### config.mk
export PLATFORM = sky130hd
export DESIGN_NAME = dual_slope_pwm_timer
export DESIGN_NICKNAME = d
export VERILOG_FILES = /design/src/hw/dual_slope_pwm_timer.v
export VERILOG_INCLUDE_DIRS = /design/src /design/src/hw
export SDC_FILE = /design/constraint.sdc
export NUM_CORES = 1
export LEC_CHECK = 0
export BUFFER_PORTS_ARGS = -buffer_cell sky130_fd_sc_hd__buf_2
export CELL_PAD_IN_SITES_DETAIL_PLACEMENT = 1
export CELL_PAD_IN_SITES_GLOBAL_PLACEMENT = 2
export CORE_UTILIZATION = 40
export CTS_CLUSTER_DIAMETER = 200
export DETAILED_ROUTE_END_ITERATION = 10
export GPL_TIMING_DRIVEN = 1
export HOLD_SLACK_MARGIN = 0.02
export MAX_ROUTING_LAYER = met4
export PLACE_DENSITY_LB_ADDON = 0.12
export SYNTH_ARGS = -nofsm -noshare
export SYNTH_HDL_FRONTEND = slang
export SYNTH_SLANG_ARGS = --single-unit
### constraint.sdc
create_clock -name CLK -period 8.6 [get_ports CLK]
set_input_delay 1.72 -clock CLK [delete_from_list [all_inputs] [get_ports CLK]]
set_output_delay 1.72 -clock CLK [all_outputs]
set_load 0.05 [all_outputs]
### src/hw/dspwm_defines.vh
// register offsets, field positions, reset values and timing constants
`ifndef DSPWM_DEFINES_VH
`define DSPWM_DEFINES_VH
`define A_CTRL      4'h0
`define A_CLKSEL    4'h1
`define A_CNT_L     4'h2
`define A_CNT_H     4'h3
`define A_CMPA_L    4'h4
`define A_CMPA_H    4'h5
`define A_CMPB_L    4'h6
`define A_CMPB_H    4'h7
`define A_CAP_L     4'h8
`define A_CAP_H     4'h9
`define A_FLAGS     4'hA
`define A_DIR       4'hB
`define F_MODE_LSB  0
`define F_COMA_LSB  4
`define F_COMB_LSB  6
`define RST_CTRL    8'h00
`define RST_CLKSEL  3'h0
`define RST_WORD    16'h0000
`define TOP_8B      16'h00FF
`define TOP_9B      16'h01FF
`define TOP_10B     16'h03FF
`define FLG_OVF     0
`define FLG_CMPA    1
`define FLG_CMPB    2
`define FLG_CAP     3
`define PS_1        11'h001
`define PS_8        11'h008
`define PS_64       11'h040
`define PS_256      11'h100
`define PS_1024     11'h400
`endif

### src/hw/dual_slope_pwm_timer.v
// dual-slope 16-bit pwm timer with avalon-mm register slave
// Operation
// RL1 - modes 1,2,3,10,11 count 0 up to top then back to zero
// RL2 - phase correct top: ff, 1ff, 3ff, capture or compare a; hold once
// RL3 - non-inverting clears on up match, sets on down; inverting opposite
// RL4 - output mode two is non-inverted, three is inverted pwm
// RL5 - compare output reaches pin only when direction bit is output
// RL6 - software keeps register top at least 0x0003, at most 16-bit
// RL7 - phase correct sets overflow flag whenever counter reaches zero
// RL8 - phase correct register top sets a or capture flag at top update
// RL9 - phase correct compare registers load buffers at top
// RL10 - fixed top modes mask compare write bits above top width
// RL11 - each compare unit flags when counter equals its compare value
// RL12 - software keeps top not below compare values, else no match
// RL13 - phase correct: zero gives low, top gives high; inverted opposite
// RL14 - modes 8,9 frequency correct, top from capture or compare a
// RL15 - frequency correct loads compare buffers and sets overflow at zero
// RL16 - frequency correct register top sets a or capture flag at top
// RL17 - frequency correct: zero gives low, top gives high; inverted opposite
// RL18 - software prefers frequency correct mode when top changes
// RL19 - software prefers compare a top when base frequency changes
// RL20 - timer tick is clock divided by 1, 8, 64, 256 or 1024
// RL21 - compare a writes go to buffer, loaded at update point
// RL22 - high byte to shared temp first; low write commits, low read latches
//
// Decided for this implementation: the Avalon-MM slave port and the placing of the registers.
`timescale 1ns/1ps
`include "dspwm_defines.vh"
module dual_slope_pwm_timer (
  input  wire        CLK,
  input  wire        RSTN,
  input  wire [3:0]  AVS_ADDRESS,
  input  wire        AVS_READ,
  input  wire        AVS_WRITE,
  input  wire [31:0] AVS_WRITEDATA,
  output reg  [31:0] AVS_READDATA,
  output reg         AVS_WAITREQUEST,
  output reg         COMPARE_OUTPUT_A,
  output reg         COMPARE_OUTPUT_A_OE,
  output reg         COMPARE_OUTPUT_B,
  output reg         COMPARE_OUTPUT_B_OE
);

  // ------------------------------------------------------------
  // state
  // ------------------------------------------------------------
  reg  [7:0]  ctrl_ff;
  reg  [2:0]  clksel_ff;
  reg  [1:0]  dir_ff;
  reg  [7:0]  temp_ff;
  reg  [15:0] cnt_ff;
  reg         down_ff;
  reg  [15:0] cmp_ff [0:1];
  reg  [15:0] cmpbuf_ff [0:1];
  reg  [15:0] cap_ff;
  reg  [3:0]  flags_ff;
  reg  [10:0] pre_ff;
  reg         oc_a_ff;
  reg         oc_b_ff;
  reg         done_ff;

  wire [3:0]  mode = ctrl_ff[`F_MODE_LSB+3:`F_MODE_LSB];
  wire [1:0]  com_a = ctrl_ff[`F_COMA_LSB+1:`F_COMA_LSB];
  wire [1:0]  com_b = ctrl_ff[`F_COMB_LSB+1:`F_COMB_LSB];
  wire        pc_mode = (mode == 4'h1) || (mode == 4'h2) ||
                        (mode == 4'h3) || (mode == 4'hA) ||
                        (mode == 4'hB);
  wire        pfc_mode = (mode == 4'h8) || (mode == 4'h9);
  wire        run = pc_mode || pfc_mode;
  wire        top_cap = (mode == 4'hA) || (mode == 4'h8);
  wire        top_cmpa = (mode == 4'hB) || (mode == 4'h9);

  // ------------------------------------------------------------
  // helpers
  // ------------------------------------------------------------
  function [15:0] fixed_mask;
    input [3:0] m;
    begin
      case (m)
        4'h1: fixed_mask = `TOP_8B;
        4'h2: fixed_mask = `TOP_9B;
        4'h3: fixed_mask = `TOP_10B;
        default: fixed_mask = 16'hFFFF;
      endcase
    end
  endfunction

  // non-inverting clears on up match; inverting is the opposite
  function next_oc;
    input       cur;
    input [1:0] com;
    input       hit;
    input       dn;
    begin
      if (hit && com[1])
        next_oc = com[0] ^ dn;       // RL3 RL4
      else
        next_oc = cur;
    end
  endfunction

  reg [15:0] top;
  always @* begin
    if (top_cap)
      top = cap_ff;                  // RL2 RL14
    else if (top_cmpa)
      top = cmp_ff[0];
    else
      top = fixed_mask(mode);        // RL2
  end

  // ------------------------------------------------------------
  // prescaler
  // ------------------------------------------------------------
  reg [10:0] div;
  always @* begin
    case (clksel_ff)
      3'h1: div = `PS_1;
      3'h2: div = `PS_8;
      3'h3: div = `PS_64;
      3'h4: div = `PS_256;
      3'h5: div = `PS_1024;
      default: div = 11'h000;
    endcase
  end
  wire tick = run && (div != 11'h000) &&
              (pre_ff >= div - 11'h001); // RL20

  // ------------------------------------------------------------
  // bus decode
  // ------------------------------------------------------------
  wire acc = (AVS_READ || AVS_WRITE) && !done_ff;
  // writes land on the edge that sees waitrequest low
  wire wr = AVS_WRITE && !AVS_WAITREQUEST;
  wire rd = AVS_READ && acc;
  wire [7:0] wb = AVS_WRITEDATA[7:0];
  wire [15:0] wword = {temp_ff, wb};                     // RL22
  wire [15:0] wmask = wword & fixed_mask(mode);          // RL10
  wire wr_cnt = wr && (AVS_ADDRESS == `A_CNT_L);
  wire wr_ca = wr && (AVS_ADDRESS == `A_CMPA_L);
  wire wr_cb = wr && (AVS_ADDRESS == `A_CMPB_L);

  // ------------------------------------------------------------
  // counter events
  // ------------------------------------------------------------
  wire at_top = (cnt_ff == top);
  wire at_bot = (cnt_ff == 16'h0000);
  wire upd_pc = tick && pc_mode && at_top;               // RL9
  wire upd_pfc = tick && pfc_mode && at_bot;             // RL15
  wire upd = upd_pc || upd_pfc;
  wire hit_a = tick && (cnt_ff == cmp_ff[0]);            // RL11
  wire hit_b = tick && (cnt_ff == cmp_ff[1]);            // RL11
  wire ev_ovf = tick && at_bot;                          // RL7 RL15
  wire ev_top = tick && at_top;                          // RL8 RL16

  reg [3:0] set_f;
  always @* begin
    set_f = 4'h0;
    set_f[`FLG_OVF] = ev_ovf;
    set_f[`FLG_CMPA] = hit_a || (ev_top && top_cmpa);
    set_f[`FLG_CMPB] = hit_b;
    set_f[`FLG_CAP] = ev_top && top_cap;
  end

  // ------------------------------------------------------------
  // registers
  // ------------------------------------------------------------
  integer i;
  always @(posedge CLK) begin
    if (!RSTN) begin
      ctrl_ff <= `RST_CTRL;
      clksel_ff <= `RST_CLKSEL;
      dir_ff <= 2'h0;
      temp_ff <= 8'h00;
      cnt_ff <= `RST_WORD;
      down_ff <= 1'b0;
      cap_ff <= `RST_WORD;
      flags_ff <= 4'h0;
      pre_ff <= 11'h000;
      oc_a_ff <= 1'b0;
      oc_b_ff <= 1'b0;
      done_ff <= 1'b0;
      AVS_READDATA <= 32'h00000000;
      AVS_WAITREQUEST <= 1'b1;
      COMPARE_OUTPUT_A <= 1'b0;
      COMPARE_OUTPUT_A_OE <= 1'b0;
      COMPARE_OUTPUT_B <= 1'b0;
      COMPARE_OUTPUT_B_OE <= 1'b0;
      for (i = 0; i < 2; i = i + 1) begin
        cmp_ff[i] <= `RST_WORD;
        cmpbuf_ff[i] <= `RST_WORD;
      end
    end else begin
      // --------------------------------------------------
      // bus answer
      // --------------------------------------------------
      // one-wait-state slave: answer on the cycle after the request
      done_ff <= acc;
      AVS_WAITREQUEST <= !acc;
      if (rd) begin
        case (AVS_ADDRESS)
          `A_CTRL:   AVS_READDATA <= {24'h0, ctrl_ff};
          `A_CLKSEL: AVS_READDATA <= {29'h0, clksel_ff};
          `A_CNT_L:  AVS_READDATA <= {24'h0, cnt_ff[7:0]};
          `A_CNT_H:  AVS_READDATA <= {24'h0, temp_ff};
          `A_CMPA_L: AVS_READDATA <= {24'h0, cmpbuf_ff[0][7:0]};
          `A_CMPA_H: AVS_READDATA <= {24'h0, cmpbuf_ff[0][15:8]};
          `A_CMPB_L: AVS_READDATA <= {24'h0, cmpbuf_ff[1][7:0]};
          `A_CMPB_H: AVS_READDATA <= {24'h0, cmpbuf_ff[1][15:8]};
          `A_CAP_L:  AVS_READDATA <= {24'h0, cap_ff[7:0]};
          `A_CAP_H:  AVS_READDATA <= {24'h0, temp_ff};
          `A_FLAGS:  AVS_READDATA <= {28'h0, flags_ff};
          `A_DIR:    AVS_READDATA <= {30'h0, dir_ff};
          default:   AVS_READDATA <= 32'h00000000;
        endcase
      end

      // --------------------------------------------------
      // shared temp byte
      // --------------------------------------------------
      // counter and capture low-byte reads latch the high byte into the shared temp
      if (rd && AVS_ADDRESS == `A_CNT_L)
        temp_ff <= cnt_ff[15:8];                          // RL22
      else if (rd && AVS_ADDRESS == `A_CAP_L)
        temp_ff <= cap_ff[15:8];                          // RL22
      else if (wr && (AVS_ADDRESS == `A_CNT_H ||
               AVS_ADDRESS == `A_CMPA_H ||
               AVS_ADDRESS == `A_CMPB_H ||
               AVS_ADDRESS == `A_CAP_H))
        temp_ff <= wb;                                    // RL22

      // --------------------------------------------------
      // control writes
      // --------------------------------------------------
      if (wr && AVS_ADDRESS == `A_CTRL)
        ctrl_ff <= wb;
      if (wr && AVS_ADDRESS == `A_CLKSEL)
        clksel_ff <= wb[2:0];
      if (wr && AVS_ADDRESS == `A_DIR)
        dir_ff <= wb[1:0];
      if (wr && AVS_ADDRESS == `A_CAP_L)
        cap_ff <= wword;

      // --------------------------------------------------
      // flags
      // --------------------------------------------------
      // set wins over a write-one clear
      if (wr && AVS_ADDRESS == `A_FLAGS)
        flags_ff <= (flags_ff & ~wb[3:0]) | set_f;
      else
        flags_ff <= flags_ff | set_f;

      // --------------------------------------------------
      // compare buffers
      // --------------------------------------------------
      if (wr_ca)
        cmpbuf_ff[0] <= wmask;                            // RL21 RL10
      if (wr_cb)
        cmpbuf_ff[1] <= wmask;                            // RL10
      if (upd) begin
        cmp_ff[0] <= wr_ca ? wmask : cmpbuf_ff[0];        // RL9 RL15 RL21
        cmp_ff[1] <= wr_cb ? wmask : cmpbuf_ff[1];
      end

      // --------------------------------------------------
      // prescaler
      // --------------------------------------------------
      if (!run || tick)
        pre_ff <= 11'h000;
      else
        pre_ff <= pre_ff + 11'h001;                       // RL20

      // --------------------------------------------------
      // up/down counter
      // --------------------------------------------------
      if (wr_cnt) begin
        cnt_ff <= wword;                                  // RL22
      end else if (tick) begin                            // RL1
        if (at_top && !down_ff) begin
          down_ff <= 1'b1;
          cnt_ff <= cnt_ff - 16'h0001;                    // RL2 RL14
        end else if (at_bot && down_ff) begin
          down_ff <= 1'b0;
          cnt_ff <= cnt_ff + 16'h0001;
        end else if (down_ff) begin
          cnt_ff <= cnt_ff - 16'h0001;
        end else begin
          cnt_ff <= cnt_ff + 16'h0001;
        end
      end

      // --------------------------------------------------
      // compare outputs
      // --------------------------------------------------
      // match at top counts as downcounting, at bottom as upcounting
      // so non-inverting, value zero stays low and value top stays high; inverting opposite
      oc_a_ff <= next_oc(oc_a_ff, com_a, hit_a,
                         (down_ff && !at_bot) || at_top); // RL3 RL13 RL17
      oc_b_ff <= next_oc(oc_b_ff, com_b, hit_b,
                         (down_ff && !at_bot) || at_top); // RL3 RL13 RL17

      // --------------------------------------------------
      // pins
      // --------------------------------------------------
      COMPARE_OUTPUT_A <= oc_a_ff;
      COMPARE_OUTPUT_B <= oc_b_ff;
      COMPARE_OUTPUT_A_OE <= dir_ff[0] && com_a[1];       // RL5
      COMPARE_OUTPUT_B_OE <= dir_ff[1] && com_b[1];       // RL5
    end
  end

endmodule

* Yosys cells after proc, flatten, opt, wreduce, memory -nomap -nowiden
Memory sizes are Yosys's and may differ from the RTL's. Cells that the tools add are included.
Word-level totals: output and inout bits 37, ROM bits 0, flip-flop bits (word level) 109, latch bits 0, memory bits (writable) 64, memories kept 2, bits of input ports 40
Memories:
- cmp_ff | depth 2, width 16, rd ports 2, clocked after Yosys merged registers in 0, write ports 2, line dual_slope_pwm_timer.v:53 | reg [15:0] cmp_ff [0:1];
- cmpbuf_ff | depth 2, width 16, rd ports 2, clocked after Yosys merged registers in 0, write ports 2, line dual_slope_pwm_timer.v:54 | reg [15:0] cmpbuf_ff [0:1];
Operators by class: reductions and logical operators 64, bitwise logic cells 13, equal/unequal tests 26, multipliers 0, shifts and indexed selects 0, add/sub/neg operators 4, magnitude comparators 1, div/mod/pow operators 0, mux-type cells 32
Operator list (count):
- 2-to-1 mux 16 bit | 13
- one-hot mux 8 bit (11 select lines) | 1
- one-hot mux 11 bit (5 select lines) | 1
- equality test 16 bit | 3
- one-hot mux 16 bit (3 select lines) | 1
- logical AND 1 bit | 33
- equality test 4 bit, second input constant | 8
- 2-to-1 mux 8 bit | 3
- adder 16 x 1 -> 16 bit, second input constant | 1
- AND 16 bit | 1
- equality test 4 x 2 -> 1 bit, second input constant | 4
- equality test 4 x 3 -> 1 bit, second input constant | 4
- logical NOT 16 bit | 1
- logical OR 1 bit | 16
- subtractor 16 x 1 -> 16 bit, second input constant | 1
- 2-to-1 mux 1 bit | 12
- adder 11 x 1 -> 11 bit, second input constant | 1
- >= comparator 11 bit | 1
- nonzero test 11 bit | 1
- subtractor 11 x 1 -> 11 bit, second input constant | 1
- equality test 4 x 1 -> 1 bit, second input constant | 2
- OR 4 bit | 2
- equality test 3 x 2 -> 1 bit, second input constant | 2
- equality test 3 bit, second input constant | 2
- other kinds (13) | 25

* Depth between registers and ports, before layout
depth in word-level cells 15, depth in mapped cells 20

* Worst setup path after synthesis
OpenSTA, ideal clock, no wires.
path type register to register, start point register clksel_ff[2], end point memory cmp_ff[0][0], enable pin, stages on the path, launching flop included 16, data arrival time 5.163 ns, required time 8.134 ns, path slack 2.972 ns, clock period less this slack 5.628 ns, setup time 0.466 ns, cell sequence dfxtp_1 clkbuf_1 inv_1 ha_1 nor3_1 nand2b_1 ha_1 inv_1 xnor2_1 ha_1 and4_1 o21ai_0 o221a_2 o21ai_1 nand2_1 o21ai_0
RTL lines:
- start, declared | line dual_slope_pwm_timer.v:48 | reg [2:0] clksel_ff;
- start signal, assigned | line dual_slope_pwm_timer.v:172 | clksel_ff <= `RST_CLKSEL;
- start signal, assigned | line dual_slope_pwm_timer.v:238 | clksel_ff <= wb[2:0];
- end, declared | line dual_slope_pwm_timer.v:53

* Worst setup path after layout
start point register clksel_ff[2], end point register cnt_ff[3]
Between the ends: cells in the longest elaborated chain, start to end 6
RTL lines:
- equality test 3 bit, or another cell as far along | line dual_slope_pwm_timer.v:117 | case (clksel_ff)
- one-hot mux 11 bit (5 select lines) * | line dual_slope_pwm_timer.v:117
- subtractor 11 x 1 -> 11 bit or nonzero test 11 bit (tied branches) | line dual_slope_pwm_timer.v:127, dual_slope_pwm_timer.v:126
- >= comparator 11 bit or logical AND 1 bit (tied branches) | line dual_slope_pwm_timer.v:127, dual_slope_pwm_timer.v:126
- logical AND 1 bit * | line dual_slope_pwm_timer.v:126 | wire tick = run && (div != 11'h000) &&
- nonzero test 2 bit (no source line) *
- end signal, assigned | line dual_slope_pwm_timer.v:175 | cnt_ff <= `RST_WORD;
- end signal, assigned | line dual_slope_pwm_timer.v:277 | cnt_ff <= wword;
- end signal, assigned | line dual_slope_pwm_timer.v:281 | cnt_ff <= cnt_ff - 16'h0001;
- end, declared | line dual_slope_pwm_timer.v:51 | reg [15:0] cnt_ff;
Mark *: on every way between the ends. The rest lies on a longest branch, timed or not. A chain may end at the register's enable or synchronous reset.

==> summary.md <==
The routed design could run at a clock period as short as 4.94 ns. The worst hold path belongs to the class flop to flop. For the total iterations of the first detailed-routing run, the log shows 9. Leaving out fill and tap cells, the most frequent cell in the layout is nand2_1.

TritonCTS built the clock tree. Number of standard-cell rows in the floorplan: 54. Critical path class: flop to flop.

The count of cells in the finished layout, fillers not included, comes to 1329. During synthesis, Yosys emitted a total of 0 warnings. No sink is reached through more buffers than the 2 on the longest clock path.

The run gives 83 as the number of different library cells in the post-synthesis netlist. Along the worst path, the maximum fanout reaches 28. The congestion estimate from routability-driven global placement came to 0.907.

The clock sink count was 149; the sequential fraction of the synthesis area was 40.2%. The final routed wire length divided by cell count is 24.2 microns. Of all flip-flops after synthesis, the portion carrying an async set or reset was 0%. The tools report the number of hold-slack violations in the final timing report as 0.

TritonCTS created 17 clock buffers. Of the total power, the share spent switching nets is 28.7%. The internal portion of the total power is 1.19 mW.

The number of I/O port buffers works out to 28. Once detail routing completed, the nets flagged for antenna violations numbered 0. The die outline area came out at 23100 sq um.

The slew at the pin with the worst max-slew slack is 1.19 ns. The initial antenna violation count is 0, and the mean area per synthesized cell is 8.54 sq um. The highest clock frequency the design can meet is 203 MHz. Number of standard cells after synthesis: 1056.

Detailed route wirelength on metal3: 1650 microns. The floorplan step defined a core boundary enclosing 22000 sq um. After detailed routing, the wire length on met1 is 14600 microns. Data arrival time of the worst path: 5.25 ns. The final number of setup-violating endpoints came out at 0. Of the total power, combinational logic draws 8.4%. The count of hold buffers inserted by post-cts repair came out at 0. The areal power density over the cells came out at 171 nW/um^2. The floorplan step set the die width to 152 microns. For the largest net degree at the start of global routing, the log shows 45. The logs give 1094 for the net total in the final layout and 7880 for the vias after detailed routing. The sequential cell fraction of total power was 46.6%. The run gives 22500 microns as the half-perimeter wire length after detailed placement.

Post-detailed-routing wire length: 32100 microns. The number of remaining DRC errors was 1. The worst setup timing slack at the placement stage was 3.69 ns. The nature of the critical path startpoint is a flop. Setup repair after global routing left no endpoint under its margin.

Worst supply voltage drop on vdd: 0.000119 V. The primary flip-flop cell chosen by synthesis mapping was dfxtp_1. For the count of H-tree levels built during CTS, the log shows 4. The insertion delay to the later sink of the worst-skew pair came out at 0.45 ns. Leaving out fill and tap cells, the most frequent cells in the layout are nand2_1, a21oi_1, nor2_1.

The final clock period utilization by the worst path is 57.4%, and the die outline height is 152 microns. Headroom to the max-slew limit came out at 20.4%. The run gives 29.2% as the overall routing resource usage. The utilization of the core after routing came out at 44.3%. In this run, synthesis produced a sequential element count of 149. The final reports fail on design-rule violations. Clock root buffer master: clkbuf_16. The clock network is responsible for 45.0% of the overall power.

During I/O placement, the number of pins put on the boundary was 77. The worst setup path is captured at a flop. The first-pass GRT wire length came out at 48200 microns. Across the run, the number of max-cap violations was 0.

Clock-pin slew was measured on the worst setup and hold paths at 0.07 ns. Post-CTS repair changed the size of 0 cells. Summed over all cells, the static leakage comes to 3.58 nW. Power comes to 1.67 mW. For this configuration, the core starts out at a cell density of 41.1%.

Fraction of final layout cells sized beyond drive strength 1: 11.1%. The flow ran to the end, but the final reports show violations. The total overflow left after global routing is 0.

Compared with the post-synthesis result, the final layout area differs by 7.88%. In the detailed route, the total length drawn on met2 is 15000 microns. The number of buffers inserted by post-CTS setup repair came out at 0.

The run gives 0 as the number of pins with negative max-slew slack in the final report. Setup total negative slack on the finished layout was measured at 0 ns. Across all setup checks in the final design, the least slack found is 3.66 ns. The repair_antennas step left the layout with diodes totalling 0. The clock arrives with 0.0214 ns of skew. In this run, synthesis inferred 64 flip-flops with an integrated enable.

Data on the critical path is required at its endpoint by 8.91 ns. The top routing layer in use is met4. The detailed-route vias per instance was 5.93; the via count of the first global-routing pass was 7583. For this design the total switching power over the nets is 479 uW. In this run the cell area of the synthesized design comes to 9020 sq um. The detailed router finished its first iteration with 619 violations.

Number of cells in the design after placement: 1297.
[through the flow]
stage,cell area (sq um),hold WS (ns)
detailed placement,9140,0.452
global route,9730,0.483
finish,9730,0.457
floorplan,9100,0.426
global placement,9140,0.440
CTS,9730,0.461
[sequential cells by signal, summed over array words and instances (netlist names)]
| name | cells |
|---|---|
| AVS_READDATA | 8 |
| AVS_WAITREQUEST | 1 |
| COMPARE_OUTPUT_A | 1 |
| COMPARE_OUTPUT_A_OE | 1 |
| COMPARE_OUTPUT_B | 1 |
| COMPARE_OUTPUT_B_OE | 1 |
| cap_ff | 16 |
| clksel_ff | 3 |
| cmp_ff | 32 |
| cmpbuf_ff | 32 |
| cnt_ff | 16 |
| ctrl_ff | 8 |
| dir_ff | 2 |
| done_ff | 1 |
| down_ff | 1 |
| flags_ff | 4 |
| oc_a_ff | 1 |
| oc_b_ff | 1 |
| pre_ff | 11 |
| temp_ff | 8 |
[synthesized netlist by cell type, types with 24 or more instances]
cell type / n / area [sq um]
nand2_1: 140 / 526
a21oi_1: 109 / 546
nor2_1: 108 / 405
dfxtp_1: 85 / 1700
edfxtp_1: 64 / 1920
clkbuf_1: 58 / 218
nand3_1: 46 / 230
xor2_1: 42 / 368
o21ai_0: 31 / 155
mux2i_1: 29 / 290
buf_4: 26 / 195
nor3_1: 24 / 120
[final cells by class]
type	count	area [sq um]
Multi-Input combinational cell	808	4850
Clock inverter	13	131
Clock buffer	19	454
Fill cell	2624	12200
Tap cell	280	350
Sequential cell	149	3620
Timing Repair Buffer	43	253
Inverter	17	63.8
[power by group through the flow]
stage	registers (mW)	clock network, mW	logic (mW)
floorplan	0.791	0	0.0983
global placement	0.791	0	0.138
detailed placement	0.792	0	0.139
CTS	0.776	0.759	0.140
global route	0.777	0.785	0.149
finish	0.776	0.750	0.141
[layer usage]
layer	global-route usage, %	vias to the layer above
li1	-	3656
met1	38.9	3961
met2	45.3	214
met3	4.29	49
met4	9.86	0
met5	-	-
[critical path: stages (launching register included)]
cell      delay [ns]
dfxtp_1         0.53
inv_1           0.13
ha_1            0.34
nor3_1          0.27
nand2b_1        0.11
ha_1            0.22
inv_1           0.17
xnor2_1         0.10
ha_1            0.29
and4_1          0.18
o21ai_0         0.07
o221a_2         0.25
o21ai_1         0.50
and3_1          0.99
nand4_1         0.18
mux2i_1         0.24
xnor2_1         0.14
a21oi_1         0.08
[final timing paths]
| kind | from | endpoint | slack [ns] | cells after the start |
|---|---|---|---|---|
| hold / removal | oc_b_ff | oc_b_ff | 0.46 | 2 |
| setup reg to reg | clksel_ff[2] | cnt_ff[3] | 3.66 | 17 |
| setup / recovery | clksel_ff[2] | cnt_ff[3] | 3.66 | 17 |
| hold reg to reg | oc_b_ff | oc_b_ff | 0.46 | 2 |
[logic make-up (layout without fill, tap and decap cells)]
group | count (synthesis) | in the layout | share of synthesized area (%)
AOI/OAI and AO/OA | 227 | 227 | 16.1
xor gates and xnor gates | 59 | 59 | 5.73
adders and majority gates | 18 | 18 | 2.50
buffers and inverters | 122 | 92 | 7.13
DFF | 149 | 149 | 40.2
muxes | 42 | 42 | 4.95
other | 1 | 24 | 0.0416
and+or+nand+nor | 438 | 438 | 23.4
Note: power is estimated with default switching activity, not from simulation.
